## config.mk

```make
export PLATFORM = sky130hd
export DESIGN_NAME = qbp_port_pins
export DESIGN_NICKNAME = d
export VERILOG_FILES = /design/src/rtl/qbp_pkg.sv /design/src/rtl/qbp_pin_cell.sv /design/src/rtl/qbp_port_pins.sv
export SDC_FILE = /design/constraint.sdc
export NUM_CORES = 1
export LEC_CHECK = 0
export BUFFER_PORTS_ARGS = -buffer_cell sky130_fd_sc_hd__buf_2
export CAP_MARGIN = 5
export CORE_UTILIZATION = 60
export DETAILED_ROUTE_END_ITERATION = 6
export PLACE_DENSITY_LB_ADDON = 0.3
export SETUP_SLACK_MARGIN = 0.15
export SLEW_MARGIN = 20
export SYNTH_ARGS = -nofsm -noshare
export SYNTH_HDL_FRONTEND = slang
export SYNTH_SLANG_ARGS = --single-unit
export TNS_END_PERCENT = 20
```

## constraint.sdc

```tcl
create_clock -name ref_clk -period 4.75 [get_ports ref_clk]
set_input_delay 1.425 -clock ref_clk [delete_from_list [all_inputs] [get_ports ref_clk]]
set_output_delay 1.425 -clock ref_clk [all_outputs]
set_load 0.01 [all_outputs]
```

## src/rtl/qbp_pkg.sv

```systemverilog
// constants shared by the quasi-bidirectional port block
// assumes a single 100 MHz core clock and a synchronous active-low reset
package qbp_pkg;

    // ------------------------------------------------------------
    // widths and port indices
    // ------------------------------------------------------------
    localparam int PORT_W   = 8;
    localparam int NUM_QB   = 3;
    localparam int IDX_P3   = 0;
    localparam int IDX_P4   = 1;
    localparam int IDX_P5   = 2;

    // ------------------------------------------------------------
    // reset values
    // ------------------------------------------------------------
    localparam logic [7:0] PORT_RESET  = 8'hFF;
    localparam logic [7:0] OE_RESET    = 8'h00;
    localparam logic [7:0] ALT_IDLE    = 8'hFF;
    localparam logic       BIT_IDLE    = 1'h1;

    // ------------------------------------------------------------
    // strong pull-up pulse timing
    // ------------------------------------------------------------
    localparam int CLK_PERIOD_NS = 10;
    localparam int STRONG_PU_NS  = 20;
    localparam int PU_CNT_W      = 4;
    localparam logic [PU_CNT_W-1:0] STRONG_PU_CYC =
        PU_CNT_W'((STRONG_PU_NS + CLK_PERIOD_NS - 1) / CLK_PERIOD_NS);
    localparam logic [PU_CNT_W-1:0] PU_CNT_ZERO = 4'h0;
    localparam logic [PU_CNT_W-1:0] PU_CNT_ONE  = 4'h1;

    // ------------------------------------------------------------
    // alternate function bit positions, port 3
    // ------------------------------------------------------------
    localparam int P3_SER_A_RX = 0;
    localparam int P3_SER_A_TX = 1;
    localparam int P3_IRQ0     = 2;
    localparam int P3_IRQ1     = 3;
    localparam int P3_TMR0     = 4;
    localparam int P3_TMR1     = 5;
    localparam int P3_WR_N     = 6;
    localparam int P3_RD_N     = 7;

    // ------------------------------------------------------------
    // alternate function bit positions, port 5
    // ------------------------------------------------------------
    localparam int P5_CAN_A_TX = 0;
    localparam int P5_CAN_A_RX = 1;
    localparam int P5_CAN_B_RX = 2;
    localparam int P5_CAN_B_TX = 3;

endpackage

```

## src/rtl/qbp_pin_cell.sv

```systemverilog
// one 8-bit quasi-bidirectional port: latch, pull control, pin sampling
// assumes pin inputs synchronous to ref_clk; outputs are all flops
`timescale 1ns/1ps
module qbp_pin_cell
    import qbp_pkg::*;
(
    // clock and reset
    input  wire logic        ref_clk,
    input  wire logic        resetn,
    input  wire logic        clk_en,
    // software side
    input  wire logic        wr_en,
    input  wire logic [7:0]  wr_data,
    output logic      [7:0]  latch_q,
    output logic      [7:0]  rd_q,
    // alternate and memory function steering
    input  wire logic [7:0]  alt_out,
    input  wire logic [7:0]  mem_sel,
    input  wire logic [7:0]  mem_val,
    // pin
    input  wire logic [7:0]  pin_i,
    output logic      [7:0]  pin_o_q,
    output logic      [7:0]  pin_oe_q,
    output logic      [7:0]  weak_pu_q
);

    logic [7:0]          drive_d;
    logic [7:0]          prev_q;
    logic [7:0]          rise;
    logic [7:0]          pulse_on;

    // alternate output only reaches the pin while the latch holds 1
    assign drive_d = (mem_sel & mem_val) | (~mem_sel & latch_q & alt_out);
    assign rise    = drive_d & ~prev_q & ~mem_sel;

    always_ff @(posedge ref_clk) begin
        if (!resetn) begin
            latch_q <= PORT_RESET;
        end else if (clk_en && wr_en) begin
            latch_q <= wr_data;
        end
    end

    always_ff @(posedge ref_clk) begin
        if (!resetn) begin
            rd_q <= PORT_RESET;
        end else if (clk_en) begin
            rd_q <= pin_i;
        end
    end

    // ------------------------------------------------------------
    // momentary strong pull-up, one counter per bit
    // ------------------------------------------------------------
    genvar b;
    generate
        for (b = 0; b < PORT_W; b++) begin : g_bit
            logic [PU_CNT_W-1:0] cnt_q;
            always_ff @(posedge ref_clk) begin
                if (!resetn) begin
                    cnt_q <= PU_CNT_ZERO;
                end else if (clk_en) begin
                    if (rise[b]) begin
                        cnt_q <= STRONG_PU_CYC;
                    end else if (cnt_q != PU_CNT_ZERO) begin
                        cnt_q <= cnt_q - PU_CNT_ONE;
                    end
                end
            end
            // rise cycle plus the remaining count gives STRONG_PU_CYC cycles
            assign pulse_on[b] = rise[b] | (cnt_q > PU_CNT_ONE);
        end
    endgenerate

    always_ff @(posedge ref_clk) begin
        if (!resetn) begin
            prev_q    <= PORT_RESET;
            pin_o_q   <= PORT_RESET;
            pin_oe_q  <= OE_RESET;
            weak_pu_q <= PORT_RESET;
        end else if (clk_en) begin
            prev_q    <= drive_d;
            pin_o_q   <= drive_d;
            // strong low while 0, strong high only during the pulse or on memory-selected bits
            pin_oe_q  <= ~drive_d | mem_sel | pulse_on;
            weak_pu_q <= drive_d & ~mem_sel;
        end
    end

endmodule // qbp_pin_cell

```

## src/rtl/qbp_port_pins.sv

```systemverilog
// quasi-bidirectional ports 3, 4 and 5 plus the high address byte port
// assumes core-side strobes and pins synchronous to ref_clk (100 MHz)
`timescale 1ns/1ps
module qbp_port_pins
    import qbp_pkg::*;
(
    // clock and reset
    input  wire logic        ref_clk,
    input  wire logic        resetn,
    input  wire logic        clk_en,

    // port latch writes from the core
    input  wire logic        wr_p2,
    input  wire logic        wr_p3,
    input  wire logic        wr_p4,
    input  wire logic        wr_p5,
    input  wire logic [7:0]  wr_data,

    // port reads to the core
    output logic      [7:0]  p2_rdata,
    output logic      [7:0]  p3_rdata,
    output logic      [7:0]  p4_rdata,
    output logic      [7:0]  p5_rdata,

    // high address byte control
    input  wire logic        mem_access,
    input  wire logic        movx_ri,
    input  wire logic [7:0]  mem_addr_hi,

    // port 4 memory signals
    input  wire logic [3:0]  mem_addr_ext,
    input  wire logic [3:0]  prog_select_n,
    input  wire logic [7:0]  port4_function_select,

    // port 3 alternate functions
    input  wire logic        serial_a_transmit,
    input  wire logic        clock_out_enable,
    input  wire logic        clock_out_pin,
    input  wire logic        ext_wr_strobe_n,
    input  wire logic        ext_rd_strobe_n,

    // port 3 alternate inputs to the core
    output logic             serial_a_receive,
    output logic             ext_irq_zero_pin,
    output logic             ext_irq_one_pin,
    output logic             timer_zero_input,
    output logic             timer_one_input,

    // port 5 alternate functions
    input  wire logic        serial_b_relocate,
    input  wire logic        serial_b_transmit,
    input  wire logic        can_a_transmit,
    input  wire logic        can_b_transmit,
    input  wire logic [3:0]  periph_select_n,

    // port 5 alternate inputs to the core
    output logic             can_a_receive,
    output logic             can_b_receive,
    output logic             serial_b_receive,

    // high address byte pins, output only
    output logic      [7:0]  p2_pin_o,

    // port 3 pins
    input  wire logic [7:0]  p3_pin_i,
    output logic      [7:0]  p3_pin_o,
    output logic      [7:0]  p3_pin_oe,
    output logic      [7:0]  p3_weak_pu,

    // port 4 pins
    input  wire logic [7:0]  p4_pin_i,
    output logic      [7:0]  p4_pin_o,
    output logic      [7:0]  p4_pin_oe,
    output logic      [7:0]  p4_weak_pu,

    // port 5 pins
    input  wire logic [7:0]  p5_pin_i,
    output logic      [7:0]  p5_pin_o,
    output logic      [7:0]  p5_pin_oe,
    output logic      [7:0]  p5_weak_pu
);

    // ------------------------------------------------------------
    // per-port arrays feeding the generated cells
    // ------------------------------------------------------------
    logic [NUM_QB-1:0]           qb_wr;
    logic [NUM_QB-1:0][7:0]      qb_pin_i;
    logic [NUM_QB-1:0][7:0]      qb_alt;
    logic [NUM_QB-1:0][7:0]      qb_mem_sel;
    logic [NUM_QB-1:0][7:0]      qb_mem_val;
    logic [NUM_QB-1:0][7:0]      qb_rd;
    logic [NUM_QB-1:0][7:0]      qb_pin_o;
    logic [NUM_QB-1:0][7:0]      qb_pin_oe;
    logic [NUM_QB-1:0][7:0]      qb_weak_pu;

    logic [7:0]                  p2_latch_q;
    logic [7:0]                  p2_pin_q;
    logic                        ser_b_rx_q;

    // ------------------------------------------------------------
    // write strobes and pin levels, one slot per port
    // ------------------------------------------------------------
    always_comb begin
        qb_wr[IDX_P3] = wr_p3;
        qb_wr[IDX_P4] = wr_p4;
        qb_wr[IDX_P5] = wr_p5;
    end

    always_comb begin
        qb_pin_i[IDX_P3] = p3_pin_i;
        qb_pin_i[IDX_P4] = p4_pin_i;
        qb_pin_i[IDX_P5] = p5_pin_i;
    end

    // ------------------------------------------------------------
    // alternate outputs
    // ------------------------------------------------------------
    // whole array in one process, so it keeps a single driver
    // input-only functions leave their bit at 1 so the pin stays readable
    always_comb begin
        qb_alt = {NUM_QB{ALT_IDLE}};

        // port 3: serial A, clock out, data strobes
        qb_alt[IDX_P3][P3_SER_A_TX] = serial_a_transmit;
        qb_alt[IDX_P3][P3_TMR1]     = clock_out_enable ?
                                      clock_out_pin : BIT_IDLE;
        qb_alt[IDX_P3][P3_WR_N]     = ext_wr_strobe_n;
        qb_alt[IDX_P3][P3_RD_N]     = ext_rd_strobe_n;

        // port 4: memory pins are push-pull, alternate stays idle

        // port 5: CAN A, CAN B or relocated serial B, peripheral selects
        qb_alt[IDX_P5][P5_CAN_A_TX] = can_a_transmit;
        qb_alt[IDX_P5][P5_CAN_B_TX] = serial_b_relocate ?
                                      serial_b_transmit :
                                      can_b_transmit;
        qb_alt[IDX_P5][7:4]         = periph_select_n;
    end

    // ------------------------------------------------------------
    // port 4 memory interface
    // ------------------------------------------------------------
    // memory pins are push-pull, so the latch has no say on them
    always_comb begin
        qb_mem_sel         = {NUM_QB{8'h00}};
        qb_mem_sel[IDX_P4] = port4_function_select;
    end

    always_comb begin
        qb_mem_val         = {NUM_QB{8'h00}};
        qb_mem_val[IDX_P4] = {mem_addr_ext, prog_select_n};
    end

    // ------------------------------------------------------------
    // quasi-bidirectional port cells
    // ------------------------------------------------------------
    genvar p;
    generate
        for (p = 0; p < NUM_QB; p++) begin : g_port
            qbp_pin_cell u_cell (
                .ref_clk   (ref_clk),
                .resetn    (resetn),
                .clk_en    (clk_en),
                .wr_en     (qb_wr[p]),
                .wr_data   (wr_data),
                .latch_q   (),
                .rd_q      (qb_rd[p]),
                .alt_out   (qb_alt[p]),
                .mem_sel   (qb_mem_sel[p]),
                .mem_val   (qb_mem_val[p]),
                .pin_i     (qb_pin_i[p]),
                .pin_o_q   (qb_pin_o[p]),
                .pin_oe_q  (qb_pin_oe[p]),
                .weak_pu_q (qb_weak_pu[p])
            );
        end
    endgenerate

    assign p3_pin_o   = qb_pin_o[IDX_P3];
    assign p3_pin_oe  = qb_pin_oe[IDX_P3];
    assign p3_weak_pu = qb_weak_pu[IDX_P3];
    assign p4_pin_o   = qb_pin_o[IDX_P4];
    assign p4_pin_oe  = qb_pin_oe[IDX_P4];
    assign p4_weak_pu = qb_weak_pu[IDX_P4];
    assign p5_pin_o   = qb_pin_o[IDX_P5];
    assign p5_pin_oe  = qb_pin_oe[IDX_P5];
    assign p5_weak_pu = qb_weak_pu[IDX_P5];

    // reads return the sampled pin, not the latch
    assign p3_rdata = qb_rd[IDX_P3];
    assign p4_rdata = qb_rd[IDX_P4];
    assign p5_rdata = qb_rd[IDX_P5];

    // ------------------------------------------------------------
    // alternate inputs, taken from the sampled pins
    // ------------------------------------------------------------
    assign serial_a_receive = qb_rd[IDX_P3][P3_SER_A_RX];
    assign ext_irq_zero_pin = qb_rd[IDX_P3][P3_IRQ0];
    assign ext_irq_one_pin  = qb_rd[IDX_P3][P3_IRQ1];
    assign timer_zero_input = qb_rd[IDX_P3][P3_TMR0];
    assign timer_one_input  = qb_rd[IDX_P3][P3_TMR1];
    assign can_a_receive    = qb_rd[IDX_P5][P5_CAN_A_RX];
    assign can_b_receive    = qb_rd[IDX_P5][P5_CAN_B_RX];
    assign serial_b_receive = ser_b_rx_q;

    // serial B receive idles high when its pins live elsewhere
    always_ff @(posedge ref_clk) begin
        if (!resetn) begin
            ser_b_rx_q <= BIT_IDLE;
        end else if (clk_en) begin
            ser_b_rx_q <= serial_b_relocate ?
                          p5_pin_i[P5_CAN_B_RX] : BIT_IDLE;
        end
    end

    // ------------------------------------------------------------
    // high address byte port
    // ------------------------------------------------------------
    always_ff @(posedge ref_clk) begin
        if (!resetn) begin
            p2_latch_q <= PORT_RESET;
        end else if (clk_en && wr_p2) begin
            p2_latch_q <= wr_data;
        end
    end

    // outside memory accesses and on 8-bit-pointer moves the latch reaches the pins
    always_ff @(posedge ref_clk) begin
        if (!resetn) begin
            p2_pin_q <= PORT_RESET;
        end else if (clk_en) begin
            if (mem_access && movx_ri) begin
                p2_pin_q <= p2_latch_q;
            end else if (mem_access) begin
                p2_pin_q <= mem_addr_hi;
            end else begin
                p2_pin_q <= p2_latch_q;
            end
        end
    end

    assign p2_pin_o = p2_pin_q;
    assign p2_rdata = p2_latch_q;

endmodule // qbp_port_pins

```

==> impl_metrics.prom, run 1 <==
# TYPE chip_impl_metric gauge
chip_impl_info{name="status",value="completed"} 1
chip_impl_metric{name="core_area",unit="mm^2"} 0.01658
chip_impl_info{name="hold_path_startpoint",value="p2_pin_o[0]"} 1
chip_impl_info{name="path_delay_family",value="buffers and inverters"} 1
chip_impl_metric{name="flow.area_growth_from_synthesis",unit="%"} 16.13
chip_impl_metric{name="post-route-util",unit=""} 0.7156
chip_impl_info{name="synth-main-ff-cell",value="dfxtp_1"} 1
chip_impl_metric{name="setup_viol",unit=""} 0
chip_impl_metric{name="holdPathStages",unit=""} 1
chip_impl_info{name="worst_r2r_endpoint",value="g_port[1].u_cell.g_bit[0].cnt_q[1]"} 1
chip_impl_metric{name="drt-wirelength-per-cell",unit="um"} 14.76
chip_impl_info{name="post_synth_most_frequent_cells",value="dfxtp_1 (217), nand2_1 (199), o21ai_0 (101), nor2_1 (77), inv_1 (62)"} 1
chip_impl_metric{name="grt_first_pass_wirelength",unit="um"} 39140
chip_impl_metric{name="tritoncts.num_buffers",unit=""} 23
chip_impl_metric{name="max-vdd-ir-drop",unit="mV"} 0.3208
chip_impl_metric{name="synth-async-reset-ratio",unit=""} 0
chip_impl_metric{name="cts_hold_repair.buffers",unit=""} 0
chip_impl_metric{name="critPathRequiredTime",unit="ns"} 5.20
chip_impl_metric{name="timing_worst_slew_pin_value",unit="ns"} 0.8629
chip_impl_metric{name="final_hold_viol_count",unit=""} 0
chip_impl_metric{name="timing.critical_path.arrival",unit="ns"} 3.30
chip_impl_metric{name="proportion_of_layout_cells_with_a_drive_suffix_above_1",unit=""} 0.1882
chip_impl_metric{name="syn-mean-instance-area",unit="um^2"} 8.321
chip_impl_metric{name="num-nets-final",unit=""} 1497
chip_impl_metric{name="globalRouteTotalUtil",unit=""} 0.2642
chip_impl_info{name="rsz0062_at_grt",value="no"} 1
chip_impl_info{name="crit_start",value="clk_en"} 1
chip_impl_info{name="crit_path_top_delay_cell",value="or4b_1"} 1
chip_impl_metric{name="power.switching",unit="W"} 0.002110
chip_impl_info{name="timing_worst_setup_path_type",value="in2reg"} 1
chip_impl_metric{name="power.share.clock",unit=""} 0.287
chip_impl_metric{name="setup_total_negative_slack",unit="ns"} 0
chip_impl_info{name="tritoncts",value="done"} 1
chip_impl_metric{name="cts_setup_buffers",unit=""} 0
chip_impl_metric{name="clk_pin_slew_worst_paths",unit="ns"} 0.06
chip_impl_metric{name="floorplan.initialDensity",unit=""} 0.6162
chip_impl_metric{name="seqCellArea",unit="mm^2"} 0.004344
chip_impl_metric{name="number_of_antenna_violations_at_the_first_check_in_global_routing",unit=""} 1
chip_impl_metric{name="via_count",unit=""} 9170
chip_impl_metric{name="cts_num_sinks",unit=""} 217
chip_impl_metric{name="die_x",unit="um"} 132.5
chip_impl_metric{name="clock_tree.htree_level_count",unit=""} 1
chip_impl_metric{name="number_of_standard_cells_in_the_layout_taps_in_and_fillers_out",unit=""} 1608
chip_impl_info{name="yosys.area.top_type",value="dfxtp_1"} 1
chip_impl_metric{name="fin_crit_sh",unit=""} 0.5998
chip_impl_metric{name="first_global_vias",unit=""} 8342
chip_impl_metric{name="p_leak",unit="nW"} 5.038
chip_impl_info{name="crit_path_cell_trace",value="buf_6 > buf_4 > or4b_1 > a311oi_1 > a21oi_1 > nor2_1"} 1
chip_impl_info{name="r2r_start",value="g_port[1].u_cell.g_bit[0].cnt_q[0]"} 1
chip_impl_metric{name="regToRegSetupSlack",unit="ns"} 3.07
chip_impl_metric{name="internal_power",unit="W"} 0.004110
chip_impl_metric{name="global_route.overflow_total",unit=""} 0
chip_impl_info{name="synth_top_cells_by_area",value="dfxtp_1 (43%), nand2_1 (7.3%), ha_1 (5.9%)"} 1
chip_impl_metric{name="cap_viol_max_count",unit=""} 0
chip_impl_metric{name="netSwitchingFraction",unit=""} 0.3392
chip_impl_info{name="holdCritPathClass",value="reg2reg"} 1
chip_impl_metric{name="hold-worst-slack",unit="ns"} 0.4627
chip_impl_metric{name="die-height",unit="um"} 132.5
chip_impl_metric{name="critical_path_buf_inv_count",unit=""} 2
chip_impl_info{name="worstHoldEndpoint",value="p2_pin_o[0]"} 1
chip_impl_metric{name="detail_route.first_pass.iterations",unit=""} 5
chip_impl_metric{name="n_fill_cell",unit=""} 1355
chip_impl_metric{name="multiInputGateArea",unit="mm^2"} 0.005192
chip_impl_metric{name="clock_insertion_delay_worst_skew",unit="ns"} 0.51
chip_impl_metric{name="area_of_the_die",unit="mm^2"} 0.01756
chip_impl_metric{name="synth-edff-count",unit=""} 0
chip_impl_metric{name="worst-path-max-fanout",unit=""} 54
chip_impl_metric{name="total_number_of_placement_rows",unit=""} 47
chip_impl_metric{name="grt_max_degree",unit=""} 124
chip_impl_metric{name="relSlewSlack",unit=""} 0.4239
chip_impl_metric{name="drc",unit=""} 0
chip_impl_metric{name="postSynthNetCount",unit=""} 1354
chip_impl_metric{name="timing_max_transition_violations_final",unit=""} 0
chip_impl_metric{name="cts-resized-gates",unit=""} 0
chip_impl_metric{name="power_frac_seq",unit=""} 0.398
chip_impl_metric{name="ios",unit=""} 198
chip_impl_metric{name="yosysTopAreaCellShare",unit=""} 0.4251
chip_impl_metric{name="clock_tree.buffer_depth",unit=""} 3
chip_impl_metric{name="yosys_warnings",unit=""} 0
chip_impl_metric{name="sum_of_routed_wire_length_over_all_layers",unit="um"} 23730
chip_impl_info{name="cts_root_buf",value="clkbuf_16"} 1
chip_impl_metric{name="detailedPlacementHpwl",unit="um"} 15610
chip_impl_info{name="setup.worst_path.start_class",value="input port"} 1
chip_impl_metric{name="ys_seq_elements",unit=""} 217
chip_impl_metric{name="ant_nets",unit=""} 0
chip_impl_metric{name="place.detailed.instances",unit=""} 1566
chip_impl_metric{name="gate_count_of_the_mapped_netlist",unit=""} 1228
chip_impl_metric{name="timing.fmax",unit="MHz"} 351.0
chip_impl_metric{name="worst_clock_skew",unit="ns"} 0.01891
chip_impl_metric{name="combPwrFrac",unit=""} 0.315
chip_impl_metric{name="netlist_area",unit="mm^2"} 0.01022
chip_impl_metric{name="drt-initial-drc-count",unit=""} 566
chip_impl_info{name="end_kind",value="register"} 1
chip_impl_metric{name="power_per_unit_of_standard_cell_area",unit="mW/mm^2"} 524.2
chip_impl_metric{name="seq_area_frac_synth",unit=""} 0.4251
chip_impl_metric{name="timing.critical_path.slowest_cell_delay",unit="ns"} 0.53
chip_impl_metric{name="distinct_cell_type_count_after_synthesis",unit=""} 65
chip_impl_metric{name="gpl.final_weighted_congestion",unit=""} 0.8335
chip_impl_info{name="most_frequently_used_cell_type_in_the_post_synthesis_netlist",value="dfxtp_1"} 1
chip_impl_metric{name="post_drt_via_cell_ratio",unit=""} 5.703
chip_impl_metric{name="count_of_input_and_output_buffers",unit=""} 197
chip_impl_metric{name="min_cycle_time_layout",unit="ns"} 2.849
chip_impl_metric{name="rr_worst_depth",unit=""} 5
-- state kept, by name (all words and copies together), names as in the netlist --
name	count
p2_rdata	8
g_port.u_cell.pin_oe_q	24
g_port.u_cell.g_bit.cnt_q	96
g_port.u_cell.rd_q	24
g_port.u_cell.latch_q	24
p2_pin_o	8
g_port.u_cell.weak_pu_q	8
g_port.u_cell.pin_o_q	24
serial_b_receive	1
-- worst register-to-register path: stages, from the launching register on --
cell	delay, ns
dfxtp_1	0.34
inv_1	0.07
ha_1	0.20
or3b_2	0.50
o21ai_0	0.27
a221oi_1	0.13
-- power by group through the flow --
stage | clock network (W) | logic [W] | registers (W)
CTS | 0.00181 | 0.00196 | 0.00247
global route | 0.00189 | 0.00223 | 0.00252
finish | 0.00178 | 0.00196 | 0.00247
floorplan | 0 | 0.00152 | 0.00246
global placement | 0 | 0.00185 | 0.00250
detailed placement | 0 | 0.00194 | 0.00250
-- logic make-up (layout without fill, tap and decap cells) --
logic type      after synthesis  after routing  share of synthesized area
compound gates              283            283                     0.1755
xor+xnor                     11             11                   0.009429
fa+ha+maj                    48             48                    0.05877
buf+inv                     148            307                    0.06673
flops                       217            217                     0.4251
mux                          36             36                    0.03539
other cells                   0              1                          0
simple gates                485            485                     0.2291
-- through the flow --
stage | power [W] | worst slack, ns | cell area, um^2
2_1_floorplan | 0.003978 | 2.247 | 10220
3_3_place_gp | 0.004351 | 1.497 | 11110
3_5_place_dp | 0.004437 | 1.430 | 11110
4_1_cts | 0.006232 | 1.929 | 11860
5_1_grt | 0.006645 | 1.787 | 11870
6_report | 0.006220 | 1.901 | 11870
-- metal layers --
layer / GRT usage / wire length (um)
met5: 0 / 0
met4: 0.09004 / 493
met3: 0.03448 / 1087
met2: 0.4570 / 11570
met1: 0.3391 / 10580
-- cells in the final DEF (no fill, tap or decap), types with 4 or more instances in the layout --
| master | count |
|---|---|
| nand3_1 | 58 |
| clkinv_2 | 5 |
| o31ai_1 | 12 |
| and3b_1 | 4 |
| a221oi_1 | 6 |
| a211o_1 | 8 |
| nand2b_1 | 18 |
| nor4_1 | 19 |
| inv_1 | 62 |
| xnor2_1 | 9 |
| or3_1 | 5 |
| a31oi_1 | 20 |
| nor2b_1 | 10 |
| o22ai_1 | 5 |
| nor3_1 | 28 |
| clkbuf_8 | 4 |
| nand3b_1 | 4 |
| clkbuf_16 | 23 |
| or3b_2 | 4 |
| or4b_1 | 10 |
| o211ai_1 | 5 |
| nand2_1 | 199 |
| nand4_1 | 9 |
| o21ai_0 | 101 |
| clkbuf_1 | 4 |
| a21oi_1 | 58 |
| mux2i_1 | 35 |
| o221a_2 | 7 |
| nor3b_1 | 16 |
| ha_1 | 48 |
| nor2_1 | 77 |
| dfxtp_1 | 217 |
| o21a_1 | 7 |
| a32o_1 | 6 |
| buf_4 | 4 |
| or2_2 | 5 |
| buf_2 | 195 |
| and2_1 | 9 |
| a211oi_1 | 20 |
-- worst max path at each step --
stage / endpoint / slack (ns) / cells after the start
floorplan: p2_pin_o[0] / 2.25 / 5
global placement: g_port[1].u_cell.g_bit[6].cnt_q[3] / 1.50 / 6
CTS: g_port[0].u_cell.g_bit[4].cnt_q[3] / 1.93 / 6
finish: g_port[0].u_cell.g_bit[4].cnt_q[3] / 1.90 / 6
global route: g_port[0].u_cell.g_bit[4].cnt_q[3] / 1.79 / 6
detailed placement: g_port[1].u_cell.g_bit[6].cnt_q[3] / 1.43 / 6
-- final cells by class --
cell class | count | area share
clock inverters | 10 | 0.009173
multi-input cells | 863 | 0.4376
flip-flops and latches | 217 | 0.3661
inverters | 64 | 0.02024
clock buffers | 31 | 0.05441
diodes | 1 | 0.0002109
well taps | 220 | 0.02320
repair buffers | 202 | 0.08910
No activity file was read; power rests on OpenSTA's default activity.
==> run 2, diff against run 1 <==
--- a/config.mk
+++ b/config.mk
@@ -7,7 +7,7 @@
 export LEC_CHECK = 0
 export BUFFER_PORTS_ARGS = -buffer_cell sky130_fd_sc_hd__buf_2
 export CAP_MARGIN = 5
-export CORE_UTILIZATION = 60
+export CORE_UTILIZATION = 50
 export DETAILED_ROUTE_END_ITERATION = 6
 export PLACE_DENSITY_LB_ADDON = 0.3
 export SETUP_SLACK_MARGIN = 0.15
==> constraint.sdc (replaced) <==
create_clock -name ref_clk -period 2.48 [get_ports ref_clk]
set_input_delay 0.744 -clock ref_clk [delete_from_list [all_inputs] [get_ports ref_clk]]
set_output_delay 0.744 -clock ref_clk [all_outputs]
set_load 0.01 [all_outputs]
==> run 2 against run 1 <==
Effect of this change: power up 94%; register-to-register slack worse by 2.2 ns; worst setup slack worse by 1.3 ns; die area up 20%; global-route usage down 3.5 points; worst hold slack worse by 0.016 ns; critical path type is now reg2out; largest power group unchanged.
==> impl_metrics.prom, run 2 (synthesis gave the netlist of run 1 again) <==
# TYPE chip_impl_metric gauge
chip_impl_info{name="status",value="completed"} 1
chip_impl_metric{name="clock_tree.htree_level_count",unit=""} 1
chip_impl_info{name="cts_root_buf",value="clkbuf_16"} 1
chip_impl_metric{name="post-route-cell-area",unit="mm^2"} 0.01211
chip_impl_metric{name="final_hold_viol_count",unit=""} 0
chip_impl_metric{name="crit_cells",unit=""} 1
chip_impl_info{name="holdCritPathClass",value="in2reg"} 1
chip_impl_metric{name="gpl.final_weighted_congestion",unit=""} 0.8244
chip_impl_metric{name="num-nets-final",unit=""} 1514
chip_impl_metric{name="first_global_vias",unit=""} 8505
chip_impl_metric{name="clk_pin_slew_worst_paths",unit="ns"} 0.06
chip_impl_metric{name="global_route.overflow_total",unit=""} 0
chip_impl_metric{name="die-height",unit="um"} 145.0
chip_impl_info{name="setup.worst_path.start_class",value="register"} 1
chip_impl_metric{name="die_x",unit="um"} 145.0
chip_impl_metric{name="relSlewSlack",unit=""} 0.5830
chip_impl_metric{name="sum_of_routed_wire_length_over_all_layers",unit="um"} 24250
chip_impl_metric{name="regToRegSetupSlack",unit="ns"} 0.84
chip_impl_metric{name="internal_power",unit="W"} 0.008018
chip_impl_metric{name="detail_route.first_pass.iterations",unit=""} 5
chip_impl_info{name="hold_path_startpoint",value="p5_pin_i[7]"} 1
chip_impl_info{name="layout.cells.most_common",value="dfxtp_1"} 1
chip_impl_info{name="rsz0062_at_grt",value="no"} 1
chip_impl_metric{name="post_drt_via_cell_ratio",unit=""} 5.519
chip_impl_info{name="regMostFlops",value="g_port.u_cell.g_bit.cnt_q"} 1
chip_impl_metric{name="critical_path_buf_inv_count",unit=""} 1
chip_impl_metric{name="placedInstanceArea",unit="mm^2"} 0.01131
chip_impl_metric{name="clock_insertion_delay_worst_skew",unit="ns"} 0.51
chip_impl_metric{name="proportion_of_layout_cells_with_a_drive_suffix_above_1",unit=""} 0.1974
chip_impl_info{name="crit_path_cell_trace",value="buf_2"} 1
chip_impl_metric{name="power_frac_seq",unit=""} 0.393
chip_impl_metric{name="layout_setup_ws",unit="ns"} 0.5851
chip_impl_metric{name="max-vdd-ir-drop",unit="mV"} 0.6697
chip_impl_metric{name="grt_first_pass_wirelength",unit="um"} 41030
chip_impl_metric{name="drt-initial-drc-count",unit=""} 430
chip_impl_metric{name="netSwitchingFraction",unit=""} 0.3347
chip_impl_info{name="end_kind",value="primary output"} 1
chip_impl_metric{name="flow.area_growth_from_synthesis",unit="%"} 18.53
chip_impl_info{name="timing.critical_path.to",value="p3_weak_pu[3]"} 1
chip_impl_metric{name="floorplan.initialDensity",unit=""} 0.5182
chip_impl_metric{name="globalRouteTotalUtil",unit=""} 0.2288
chip_impl_metric{name="combPwrFrac",unit=""} 0.312
chip_impl_metric{name="ios",unit=""} 198
chip_impl_metric{name="drt-wirelength-per-cell",unit="um"} 14.52
chip_impl_info{name="r2r_start",value="g_port[1].u_cell.g_bit[7].cnt_q[1]"} 1
chip_impl_metric{name="critPathRequiredTime",unit="ns"} 1.74
chip_impl_metric{name="number_of_antenna_violations_at_the_first_check_in_global_routing",unit=""} 2
chip_impl_metric{name="area_of_the_die",unit="mm^2"} 0.02101
chip_impl_metric{name="cts_num_sinks",unit=""} 217
chip_impl_info{name="crit_path_top_delay_cell",value="dfxtp_1"} 1
chip_impl_metric{name="timing.critical_path.arrival",unit="ns"} 1.15
chip_impl_metric{name="power.switching",unit="W"} 0.004034
chip_impl_metric{name="place_ws",unit="ns"} 0.3642
chip_impl_info{name="crit_start",value="g_port[0].u_cell.pin_o_q[3]"} 1
chip_impl_metric{name="count_of_input_and_output_buffers",unit=""} 197
chip_impl_metric{name="power.share.clock",unit=""} 0.295
chip_impl_metric{name="power_per_unit_of_standard_cell_area",unit="mW/mm^2"} 995.1
chip_impl_metric{name="cap_viol_max_count",unit=""} 0
chip_impl_info{name="path_delay_family",value="flip-flops"} 1
chip_impl_metric{name="core_area",unit="mm^2"} 0.01972
chip_impl_metric{name="cts_setup_buffers",unit=""} 0
chip_impl_metric{name="drc",unit=""} 0
chip_impl_metric{name="setup_viol",unit=""} 0
chip_impl_metric{name="timing_worst_slew_pin_value",unit="ns"} 0.6242
chip_impl_metric{name="worst_clock_skew",unit="ns"} 0.01928
chip_impl_metric{name="min_cycle_time_layout",unit="ns"} 1.895
chip_impl_info{name="worst_r2r_endpoint",value="g_port[1].u_cell.g_bit[7].cnt_q[0]"} 1
chip_impl_metric{name="clock_tree.buffer_depth",unit=""} 3
chip_impl_metric{name="fin_crit_sh",unit=""} 0.7641
chip_impl_info{name="layout_common_cells",value="dfxtp_1 (217), nand2_1 (199), buf_2 (195), o21ai_0 (101), nor2_1 (77)"} 1
chip_impl_metric{name="cts_hold_repair.buffers",unit=""} 0
chip_impl_metric{name="timing.fmax",unit="MHz"} 527.7
chip_impl_metric{name="timing.critical_path.slowest_cell_delay",unit="ns"} 0.46
chip_impl_metric{name="power.total",unit="W"} 0.01205
chip_impl_info{name="timing_worst_setup_path_type",value="reg2out"} 1
chip_impl_metric{name="p_leak",unit="nW"} 5.135
chip_impl_metric{name="grt_max_degree",unit=""} 93
chip_impl_metric{name="tritoncts.num_buffers",unit=""} 24
chip_impl_metric{name="worst-path-max-fanout",unit=""} 6
chip_impl_metric{name="hold-worst-slack",unit="ns"} 0.4471
chip_impl_metric{name="ant_nets",unit=""} 0
chip_impl_metric{name="total_number_of_placement_rows",unit=""} 51
chip_impl_metric{name="rr_worst_depth",unit=""} 6
chip_impl_metric{name="detailedPlacementHpwl",unit="um"} 16760
chip_impl_metric{name="setup_total_negative_slack",unit="ns"} 0
chip_impl_metric{name="cts-resized-gates",unit=""} 0
chip_impl_info{name="tritoncts",value="done"} 1
chip_impl_metric{name="max_reg_flops",unit=""} 96
chip_impl_metric{name="timing_max_transition_violations_final",unit=""} 0
chip_impl_metric{name="via_count",unit=""} 9217
-- run 2: area by class of cell --
type                       instances  area [um^2]
sequential                       217         4344
timing repair buffer             218         1202
tap                              265        331.6
antenna                            2        5.005
clock buffer                      33        695.7
clock inverter                     8        100.1
multi-input combinational        863         5192
inverter                          64        240.2
fill                            1740         7606
-- run 2: power by group through the flow --
stage               sequential (W)  combinational, W  clock [W]
global route               0.00484           0.00432    0.00376
floorplan                  0.00471           0.00290          0
global placement           0.00478           0.00361          0
detailed placement         0.00479           0.00371          0
CTS                        0.00473           0.00377    0.00362
finish                     0.00473           0.00376    0.00356
-- run 2: worst reg2reg max path, cell delays in order (launching register included) --
cell     delay [ns]
dfxtp_1        0.31
inv_1          0.09
ha_1           0.23
or3b_2         0.49
o21ai_0        0.24
nand3_1        0.11
o21ai_0        0.08
-- run 2: worst min-delay path by stage --
| stage | to | slack [ns] | depth (start not counted) |
|---|---|---|---|
| after floorplan | g_port[2].u_cell.latch_q[4] | 0.44 | 2 |
| after global placement | g_port[1].u_cell.rd_q[2] | 0.45 | 2 |
| after detailed placement | p2_pin_o[1] | 0.45 | 1 |
| after CTS | g_port[0].u_cell.rd_q[3] | 0.44 | 3 |
| after global routing | g_port[0].u_cell.rd_q[5] | 0.44 | 3 |
| final | g_port[2].u_cell.rd_q[7] | 0.45 | 3 |
-- run 2: stage by stage --
step,std cells,utilization
4_1_cts,1668,0.6140
3_5_place_dp,1627,0.5736
5_1_grt,1670,0.6143
3_3_place_gp,1627,0.5736
2_1_floorplan,1228,-
6_report,1670,0.6143
-- run 2: per-layer routing --
metal / global-route usage / part of all wire
met1: 0.2960 / 0.45
met2: 0.3897 / 0.48
met3: 0.03459 / 0.044
met4: 0.07181 / 0.024
met5: 0 / 0
